### config.mk
export PLATFORM = sky130hd
export DESIGN_NAME = timer_ch4_io_control
export DESIGN_NICKNAME = d
export VERILOG_FILES = /design/src/timer_io_pkg.sv /design/src/timer_ch4_io_control.sv
export SDC_FILE = /design/constraint.sdc
export NUM_CORES = 1
export LEC_CHECK = 0
export ABC_AREA = 1
export ABC_CLOCK_PERIOD_IN_PS = 2400
export BUFFER_PORTS_ARGS = -buffer_cell sky130_fd_sc_hd__buf_4
export CORE_MARGIN = 5
export CORE_UTILIZATION = 55
export CTS_CLUSTER_SIZE = 25
export DETAILED_ROUTE_END_ITERATION = 6
export GPL_TIMING_DRIVEN = 1
export HOLD_SLACK_MARGIN = 0.02
export PLACE_DENSITY = 0.77
export SYNTH_ARGS = -nofsm -noshare
export SYNTH_HDL_FRONTEND = slang
export SYNTH_SLANG_ARGS = --single-unit
### constraint.sdc
create_clock -name CLK -period 2.4 [get_ports CLK]
set_input_delay 0.12 -clock CLK [delete_from_list [all_inputs] [get_ports CLK]]
set_output_delay 0.12 -clock CLK [all_outputs]
set_load 0.01 [all_outputs]
### src/timer_io_pkg.sv
// constants and types shared by the channel i/o control block
package timer_io_pkg;

   // ----------------------------------------------------------------
   // register map
   // ----------------------------------------------------------------
   localparam int ADDR_W = 6;
   localparam logic [5:0] OFS_CTRL_HI = 6'h00;
   localparam logic [5:0] OFS_CTRL_LO = 6'h04;
   localparam logic [5:0] OFS_MODE = 6'h08;
   localparam logic [5:0] OFS_STAT = 6'h0c;
   localparam logic [5:0] OFS_GR_BASE = 6'h10;
   localparam logic [5:0] OFS_GR_STEP = 6'h04;
   localparam logic [5:0] OFS_END = 6'h20;

   // ----------------------------------------------------------------
   // reset values
   // ----------------------------------------------------------------
   localparam logic [7:0] CTRL_RST = 8'h00;
   localparam logic [1:0] MODE_RST = 2'h0;

   // ----------------------------------------------------------------
   // field layout
   // ----------------------------------------------------------------
   localparam int FLD_W = 4;
   localparam int BIT_CAP = 3;
   localparam int BIT_INIT = 2;
   localparam int BIT_BOTH = 1;
   localparam int BIT_FALL = 0;
   localparam int BIT_BUFA = 0;
   localparam int BIT_BUFB = 1;
   localparam int ST_PIN_POS = 4;

   // ----------------------------------------------------------------
   // bus responses and compare actions
   // ----------------------------------------------------------------
   localparam logic [1:0] RESP_OKAY = 2'h0;
   localparam logic [1:0] RESP_SLVERR = 2'h2;

   typedef enum logic [1:0] {
      OC_OFF = 2'b00,
      OC_LOW = 2'b01,
      OC_HIGH = 2'b10,
      OC_TOGGLE = 2'b11
   } oc_act_t;

endpackage : timer_io_pkg
### src/timer_ch4_io_control.sv
// i/o function select, compare outputs and capture for one timer channel
//
// Operation
// high control bits 7:4 select register b, bits 3:0 register a
// low control bits 7:4 select register d, bits 3:0 register c
// top bit 0: compare; bit 2 initial level; 00 undriven, 01 low
// compare mode 10 drives the pin high on each match
// compare mode 11 inverts the pin on each match
// top bit 1: capture from own pin; 00 latches on rising edge
// capture mode 01 latches on each falling edge
// capture with bit 1 set latches on both edges
// buffer b mode set: register d does neither capture nor compare
// buffer a mode set: register c does neither capture nor compare
// capture copies counter; match when counter equals register
//
// Decided for this implementation: register access over AXI4-Lite and the register offsets.
module timer_ch4_io_control #(
   parameter int CW = 16
) (
   input wire logic CLK,
   input wire logic RST,
   input wire logic [timer_io_pkg::ADDR_W-1:0] AWADDR,
   input wire logic AWVALID,
   output logic AWREADY,
   input wire logic [31:0] WDATA,
   input wire logic [3:0] WSTRB,
   input wire logic WVALID,
   output logic WREADY,
   output logic [1:0] BRESP,
   output logic BVALID,
   input wire logic BREADY,
   input wire logic [timer_io_pkg::ADDR_W-1:0] ARADDR,
   input wire logic ARVALID,
   output logic ARREADY,
   output logic [31:0] RDATA,
   output logic [1:0] RRESP,
   output logic RVALID,
   input wire logic RREADY,
   input wire logic [CW-1:0] CNT,
   input wire logic [3:0] PIN_I,
   output logic [3:0] PIN_O,
   output logic [3:0] PIN_OE
);
   import timer_io_pkg::*;

   // ----------------------------------------------------------------
   // state
   // ----------------------------------------------------------------
   logic aw_v_q, w_v_q, bvalid_q, rvalid_q;
   logic [ADDR_W-1:0] aw_a_q;
   logic [31:0] wd_q, rdata_q, wmask, rd_v;
   logic [3:0] ws_q;
   logic [1:0] bresp_q, rresp_q;
   logic go;
   logic [7:0] io_hi_q, io_lo_q;
   logic [1:0] buf_q;
   logic [CW-1:0] gr_q [4];
   logic [3:0] fn [4];
   logic [3:0] s1_q, s2_q, s3_q, lvl_q, eq_q, pin_q, evt_q;
   logic [3:0] rise, fall, mt, cap, en, oe, wr_fld, gr_wr;

   function automatic logic hit(input logic [ADDR_W-1:0] a);
      return a[1:0] == 2'b00 && a < OFS_END;
   endfunction : hit

   // ----------------------------------------------------------------
   // write channel
   // ----------------------------------------------------------------
   assign AWREADY = !aw_v_q && !bvalid_q;
   assign WREADY = !w_v_q && !bvalid_q;
   assign go = aw_v_q && w_v_q;

   always_ff @(posedge CLK) begin
      if (RST) begin
         aw_v_q <= 1'b0;
         aw_a_q <= '0;
      end else if (AWVALID && AWREADY) begin
         aw_v_q <= 1'b1;
         aw_a_q <= AWADDR;
      end else if (go) begin
         aw_v_q <= 1'b0;
      end
   end

   always_ff @(posedge CLK) begin
      if (RST) begin
         w_v_q <= 1'b0;
         wd_q <= '0;
         ws_q <= '0;
      end else if (WVALID && WREADY) begin
         w_v_q <= 1'b1;
         wd_q <= WDATA;
         ws_q <= WSTRB;
      end else if (go) begin
         w_v_q <= 1'b0;
      end
   end

   always_ff @(posedge CLK) begin
      if (RST) begin
         bvalid_q <= 1'b0;
         bresp_q <= RESP_OKAY;
      end else if (go) begin
         bvalid_q <= 1'b1;
         bresp_q <= hit(aw_a_q) ? RESP_OKAY : RESP_SLVERR;
      end else if (BREADY) begin
         bvalid_q <= 1'b0;
      end
   end

   assign BVALID = bvalid_q;
   assign BRESP = bresp_q;

   always_comb begin
      for (int k = 0; k < 4; k++) begin
         wmask[8*k +: 8] = {8{ws_q[k]}};
      end
   end

   // ----------------------------------------------------------------
   // control registers
   // ----------------------------------------------------------------
   always_ff @(posedge CLK) begin
      if (RST) begin
         io_hi_q <= CTRL_RST;
      end else if (go && ws_q[0] && aw_a_q == OFS_CTRL_HI) begin
         io_hi_q <= wd_q[7:0];
      end
   end

   always_ff @(posedge CLK) begin
      if (RST) begin
         io_lo_q <= CTRL_RST;
      end else if (go && ws_q[0] && aw_a_q == OFS_CTRL_LO) begin
         io_lo_q <= wd_q[7:0];
      end
   end

   always_ff @(posedge CLK) begin
      if (RST) begin
         buf_q <= MODE_RST;
      end else if (go && ws_q[0] && aw_a_q == OFS_MODE) begin
         buf_q <= wd_q[1:0];
      end
   end

   assign fn[0] = io_hi_q[0 +: FLD_W];
   assign fn[1] = io_hi_q[FLD_W +: FLD_W];
   assign fn[2] = io_lo_q[0 +: FLD_W];
   assign fn[3] = io_lo_q[FLD_W +: FLD_W];

   // ----------------------------------------------------------------
   // per general register logic
   // ----------------------------------------------------------------
   for (genvar i = 0; i < 4; i++) begin : g_ch
      oc_act_t act;
      logic agree;

      assign act = oc_act_t'(fn[i][1:0]);
      assign en[i] = !((i == 2 && buf_q[BIT_BUFA]) ||
         (i == 3 && buf_q[BIT_BUFB]));
      assign oe[i] = en[i] && !fn[i][BIT_CAP] && act != OC_OFF;
      assign wr_fld[i] = go && ws_q[0] &&
         aw_a_q == ((i < 2) ? OFS_CTRL_HI : OFS_CTRL_LO);
      assign gr_wr[i] = go &&
         aw_a_q == OFS_GR_BASE + 6'(i) * OFS_GR_STEP;
      // match only on the first cycle of equality
      assign mt[i] = en[i] && !fn[i][BIT_CAP] &&
         CNT == gr_q[i] && !eq_q[i];

      // a level change counts once stages two and three agree
      assign agree = s2_q[i] == s3_q[i];
      assign rise[i] = agree && s3_q[i] && !lvl_q[i];
      assign fall[i] = agree && !s3_q[i] && lvl_q[i];
      assign cap[i] = en[i] && fn[i][BIT_CAP] && (fn[i][BIT_BOTH] ?
         (rise[i] || fall[i]) :
         (fn[i][BIT_FALL] ? fall[i] : rise[i]));

      always_ff @(posedge CLK) begin
         s1_q[i] <= PIN_I[i];
         s2_q[i] <= s1_q[i];
         s3_q[i] <= s2_q[i];
      end

      always_ff @(posedge CLK) begin
         if (RST) begin
            lvl_q[i] <= s3_q[i];
         end else if (agree) begin
            lvl_q[i] <= s3_q[i];
         end
      end

      always_ff @(posedge CLK) begin
         if (RST) begin
            eq_q[i] <= 1'b0;
         end else begin
            eq_q[i] <= CNT == gr_q[i];
         end
      end

      always_ff @(posedge CLK) begin
         if (RST) begin
            pin_q[i] <= 1'b0;
         end else if (wr_fld[i]) begin
            pin_q[i] <= wd_q[(i % 2) * FLD_W + BIT_INIT];
         end else if (mt[i]) begin
            case (act)
               OC_LOW: pin_q[i] <= 1'b0;
               OC_HIGH: pin_q[i] <= 1'b1;
               OC_TOGGLE: pin_q[i] <= !pin_q[i];
               default: pin_q[i] <= pin_q[i];
            endcase
         end
      end

      // capture wins over a software write in the same cycle
      always_ff @(posedge CLK) begin
         if (RST) begin
            gr_q[i] <= '0;
         end else if (cap[i]) begin
            gr_q[i] <= CNT;
         end else if (gr_wr[i]) begin
            gr_q[i] <= (gr_q[i] & ~wmask[CW-1:0]) |
               (wd_q[CW-1:0] & wmask[CW-1:0]);
         end
      end
   end

   assign PIN_O = pin_q;
   assign PIN_OE = oe;

   // ----------------------------------------------------------------
   // event flags, write one to clear, new event wins
   // ----------------------------------------------------------------
   always_ff @(posedge CLK) begin
      if (RST) begin
         evt_q <= '0;
      end else if (go && ws_q[0] && aw_a_q == OFS_STAT) begin
         evt_q <= (evt_q & ~wd_q[3:0]) | mt | cap;
      end else begin
         evt_q <= evt_q | mt | cap;
      end
   end

   // ----------------------------------------------------------------
   // read channel
   // ----------------------------------------------------------------
   assign ARREADY = !rvalid_q;

   always_comb begin
      rd_v = '0;
      case (ARADDR)
         OFS_CTRL_HI: rd_v[7:0] = io_hi_q;
         OFS_CTRL_LO: rd_v[7:0] = io_lo_q;
         OFS_MODE: rd_v[1:0] = buf_q;
         OFS_STAT: rd_v[7:0] = {lvl_q, evt_q};
         OFS_GR_BASE: rd_v = 32'(gr_q[0]);
         OFS_GR_BASE + 6'h04: rd_v = 32'(gr_q[1]);
         OFS_GR_BASE + 6'h08: rd_v = 32'(gr_q[2]);
         OFS_GR_BASE + 6'h0c: rd_v = 32'(gr_q[3]);
         default: rd_v = '0;
      endcase
   end

   always_ff @(posedge CLK) begin
      if (RST) begin
         rvalid_q <= 1'b0;
         rdata_q <= '0;
         rresp_q <= RESP_OKAY;
      end else if (ARVALID && ARREADY) begin
         rvalid_q <= 1'b1;
         rdata_q <= rd_v;
         rresp_q <= hit(ARADDR) ? RESP_OKAY : RESP_SLVERR;
      end else if (RREADY) begin
         rvalid_q <= 1'b0;
      end
   end

   assign RVALID = rvalid_q;
   assign RDATA = rdata_q;
   assign RRESP = rresp_q;
endmodule : timer_ch4_io_control

## After elaboration in Yosys (flattened, before gate mapping)

Memories as Yosys holds them, arrays and structs flattened.
Cells that the tools add are included.

- Register bits: 110
- Bits in writable memories: 64
- Bits of input ports: 75
- Output and inout bits: 49
- Logic and storage cells: 289
- Memories: 1

- Order comparisons: 2
- Eq/ne operators: 34
- Mux-type cells: 79
- Bitwise gates (word level): 24
- Reductions and logical operators: 111

Memories:

| name | words | bits a word | rd ports | clocked after memory_dff | wr ports | RTL line | source |
|---|---|---|---|---|---|---|---|
| gr_q | 4 | 16 | 4 | 0 | 4 | timer_ch4_io_control.sv:57 | `logic [CW-1:0] gr_q [4];` |

Operators with widths:

| cell | number |
|---|---|
| 2-to-1 mux 16 bit | 8 |
| AND 16 bit | 5 |
| equality test 16 bit | 4 |
| OR 16 bit | 4 |
| 2-to-1 mux 1 bit | 61 |
| logical AND 1 bit | 53 |
| equality test 6 x 5 -> 1 bit (second input constant) | 8 |
| one-hot mux 6 bit (7 select lines) | 1 |
| one-hot mux 8 bit (4 select lines) | 1 |
| nonzero test 2 bit | 16 |
| logical NOT 1 bit | 26 |
| equality test 6 x 4 -> 1 bit (second input constant) | 4 |
| equality test 2 bit (second input constant) | 8 |
| inverter 16 bit | 1 |
| OR 4 bit | 4 |
| one-hot mux 2 bit (8 select lines) | 1 |
| nonzero test 4 bit | 4 |
| equality test 6 x 3 -> 1 bit (second input constant) | 2 |
| logical NOT 6 bit | 2 |
| < comparator 6 bit (second input constant) | 2 |
| one-hot mux 1 bit (3 select lines) | 4 |
| equality test 2 x 1 -> 1 bit (second input constant) | 4 |
| OR 1 bit | 8 |
| AND reduction 2 bit | 4 |
| 7 further kinds | 15 |

## Logic depth before layout (Yosys ltp)

- Word-level depth: 11
- Gate-level depth with buffers: 11
- Mapped depth without buffers: 11

## Least setup slack after synthesis

No wires, ideal clock.

- Kind: register to register
- From: register s2_q[2]
- To: memory gr_q[2][0] (enable)
- Setup time: 0.416 ns
- Arrival time: 1.708 ns
- Data required time: 1.984 ns
- Path slack: 0.276 ns
- Stages on the path, launching flop included: 9
- Path buffers: 1
- Period minus slack after synthesis: 2.124 ns
- Path through: dfxtp_1 inv_1 ha_1 o21ai_0 nand2_1 nand4_1 nand2_4 buf_2 nand3_1

RTL lines:

| what | RTL line | source |
|---|---|---|
| start: declaration | timer_ch4_io_control.sv:59 | `logic [3:0] s1_q, s2_q, s3_q, lvl_q, eq_q, pin_q, evt_q;` |
| start signal: indexed assignment | timer_ch4_io_control.sv:181 | `s2_q[i] <= s1_q[i];` |
| end: declaration | timer_ch4_io_control.sv:57 |  |

==> impl_metrics.env <==
export IMPL_antenna_cells=0
export IMPL_drive_gt1_share_pct=13.9
export IMPL_wl_um=23300
export IMPL_final_nets=1353
export IMPL_p_leak_nw=4.44
export IMPL_final_util_pct=67.2
export IMPL_critPathCaptureType="register"
export IMPL_ys_seq_elements=156
export IMPL_h_tree_depth=4
export IMPL_synth_top_cell_area_share_pct=24.1
export IMPL_ir_drop_mv=0.529
export IMPL_antenna_found_initial=1
export IMPL_syn_cell_area_mm2=0.00848
export IMPL_worstSetupStartpointType="register"
export IMPL_worstMarginPinSlew_ps=770
export IMPL_synth_distinct_cells=37
export IMPL_r2r_setup_slack_ps=300
export IMPL_hold_path_class="in -> reg"
export IMPL_die_area_mm2=0.0180
export IMPL_skew_ps=10.0
export IMPL_worstPathRequired_ps=2470
export IMPL_grt_setup_unrepaired="false"
export IMPL_clkLatencyLatePin_ps=440
export IMPL_post_cts_repair_setup_buffers=0
export IMPL_netlist_instances=1155
export IMPL_dp_cells=1402
export IMPL_synth_top_area_cell="edfxtp_1"
export IMPL_worst_ep_arrival_time_ps=2180
export IMPL_synthTopCellsByCount="309 x nand2_1, 145 x o21ai_0, 139 x inv_1, 131 x nor2_1, 88 x dfxtp_1"
export IMPL_fin_cells=1465
export IMPL_cts_resized=0
export IMPL_grt_overflow=0
export IMPL_wl_per_cell_um=15.9
export IMPL_crit_type="reg -> reg"
export IMPL_area_delta_synth_final_pct=20.0
export IMPL_place_ws_ps=367
export IMPL_drtAntennaViolNets=0
export IMPL_ctsRootBufferMaster="clkbuf_16"
export IMPL_core_mm2=0.0151
export IMPL_fin_crit_ps=2100
export IMPL_grt_use_total_pct=25.8
export IMPL_synthTopCellsByArea="edfxtp_1 24%, dfxtp_1 21%, nand2_1 14%"
export IMPL_slew_viol_final=0
export IMPL_synth_most_common_cell="nand2_1"
export IMPL_hold_start="CNT[10]"
export IMPL_yosysSeqAreaShare_pct=44.9
export IMPL_grt_pass1_wl_um=36300
export IMPL_vias=7984
export IMPL_first_pass_iters=5
export IMPL_start_util_pct=56.0
export IMPL_maxCapViolations=0
export IMPL_ys_flop_type="dfxtp_1"
export IMPL_clock_sinks=156
export IMPL_min_period_over_period_pct=87.6
export IMPL_io_pins=124
export IMPL_p_per_area_mw_per_mm2=622
export IMPL_tns_ps=0
export IMPL_hold_viol_final=0
export IMPL_die_width_um=134
export IMPL_portBuffers=87
export IMPL_vias_per_cell=5.45
export IMPL_drc=0
export IMPL_yosys_warnings=0
export IMPL_postCtsHoldBufs=31
export IMPL_rows=45
export IMPL_cp_startpoint="s2_q[3]$_DFF_P_"
export IMPL_synth_edff_count=68
export IMPL_relSlewSlack_pct=48.5
export IMPL_worst_path_max_fanout=8
export IMPL_grt_max_degree=41
export IMPL_grt_pass1_vias=7235
export IMPL_syn_area_per_cell_um2=7.34
export IMPL_die_h_um=134
export IMPL_cts_clk_slew_worst_paths_ps=60
export IMPL_cts_max_path_buffers=2
export IMPL_numCtsBuffers=17
export IMPL_async_flop_share_pct=0
export IMPL_outcome="finished, final reports clean"
export IMPL_worst_slack_ps=297
export IMPL_fmaxAchievable_ghz=0.475
export IMPL_r2r_start="s2_q[3]$_DFF_P_"
export IMPL_hpwl_um=16900
export IMPL_drtIter0Drc=983
export IMPL_finalSetupViolCount=0
export IMPL_cts_tree="done"
export IMPL_gp_congestion=0.961
[metrics by stage]
step / hold WS [ps] / power (mW) / instance area [µm²]
final: 34.1 / 6.33 / 10200
after detailed placement: 225 / 3.59 / 9260
after global routing: 38.5 / 6.54 / 10200
after floorplan: 148 / 3.39 / 8540
after CTS: 25.4 / 6.34 / 10200
after global placement: 224 / 3.58 / 9260
[worst max-delay path, stage by stage, from the launching register on]
cell     delay [ps]
dfxtp_1         350
inv_1            50
ha_1            190
nand3_1          80
o31ai_1          70
nand2_1         160
nand4_1         220
nand3_1         160
o21a_1          450
[layout make-up]
cell class	instances	area, µm²
Timing Repair Buffer	141	1160
Sequential cell	156	3800
Inverter	142	533
Fill cell	1322	4970
Clock buffer	20	479
Clock inverter	12	124
Tap cell	188	235
Multi-Input combinational cell	806	3840
[placed cells by master, fill, tap and decap left out, drive strengths merged, types with 4 or more instances in the layout]
| cell | synthesis | layout |
|---|---|---|
| inv | 141 | 147 |
| o22ai | 22 | 22 |
| dfxtp | 88 | 88 |
| xor2 | 18 | 18 |
| nand3 | 26 | 26 |
| nand4 | 6 | 6 |
| nand2 | 312 | 312 |
| nor2 | 139 | 139 |
| buf | 48 | 110 |
| conb | 1 | 18 |
| edfxtp | 68 | 68 |
| clkinv | 1 | 6 |
| ha | 14 | 14 |
| o21ai | 156 | 156 |
| nor3 | 7 | 7 |
| dlygate4sd3 | 0 | 31 |
| clkbuf | 20 | 20 |
| o21a | 4 | 4 |
| a31oi | 6 | 6 |
| a21oi | 68 | 68 |
[routing by layer]
| layer | GRT usage (%) | part of all wire (%) |
|---|---|---|
| met3 | 6.56 | 10 |
| met4 | 10.4 | 3.0 |
| met5 | 0 | 0.086 |
| met1 | 33.7 | 41 |
| met2 | 41.1 | 46 |
[worst paths after layout]
path,to,depth (start not counted)
worst min-delay path,register,3
worst min register to register,s2_q[2]$_DFF_P_,0
worst max register to register,register,8
worst max-delay path,register,8
[power breakdown]
part | internal, mW | switching [mW]
Clock | 1.58 | 1.16
Combinational | 0.239 | 0.401
Sequential | 2.87 | 0.0784
Total | 4.69 | 1.64
[kinds of logic after synthesis]
logic type,after synthesis,synth area share (%)
xor+xnor,18,1.86
flops,156,44.9
other cells,1,0.0442
buf+inv,210,10.6
compound gates,263,17.3
fa+ha+maj,14,2.07
simple gates,493,23.2
Power figures use the tool's default switching activity.
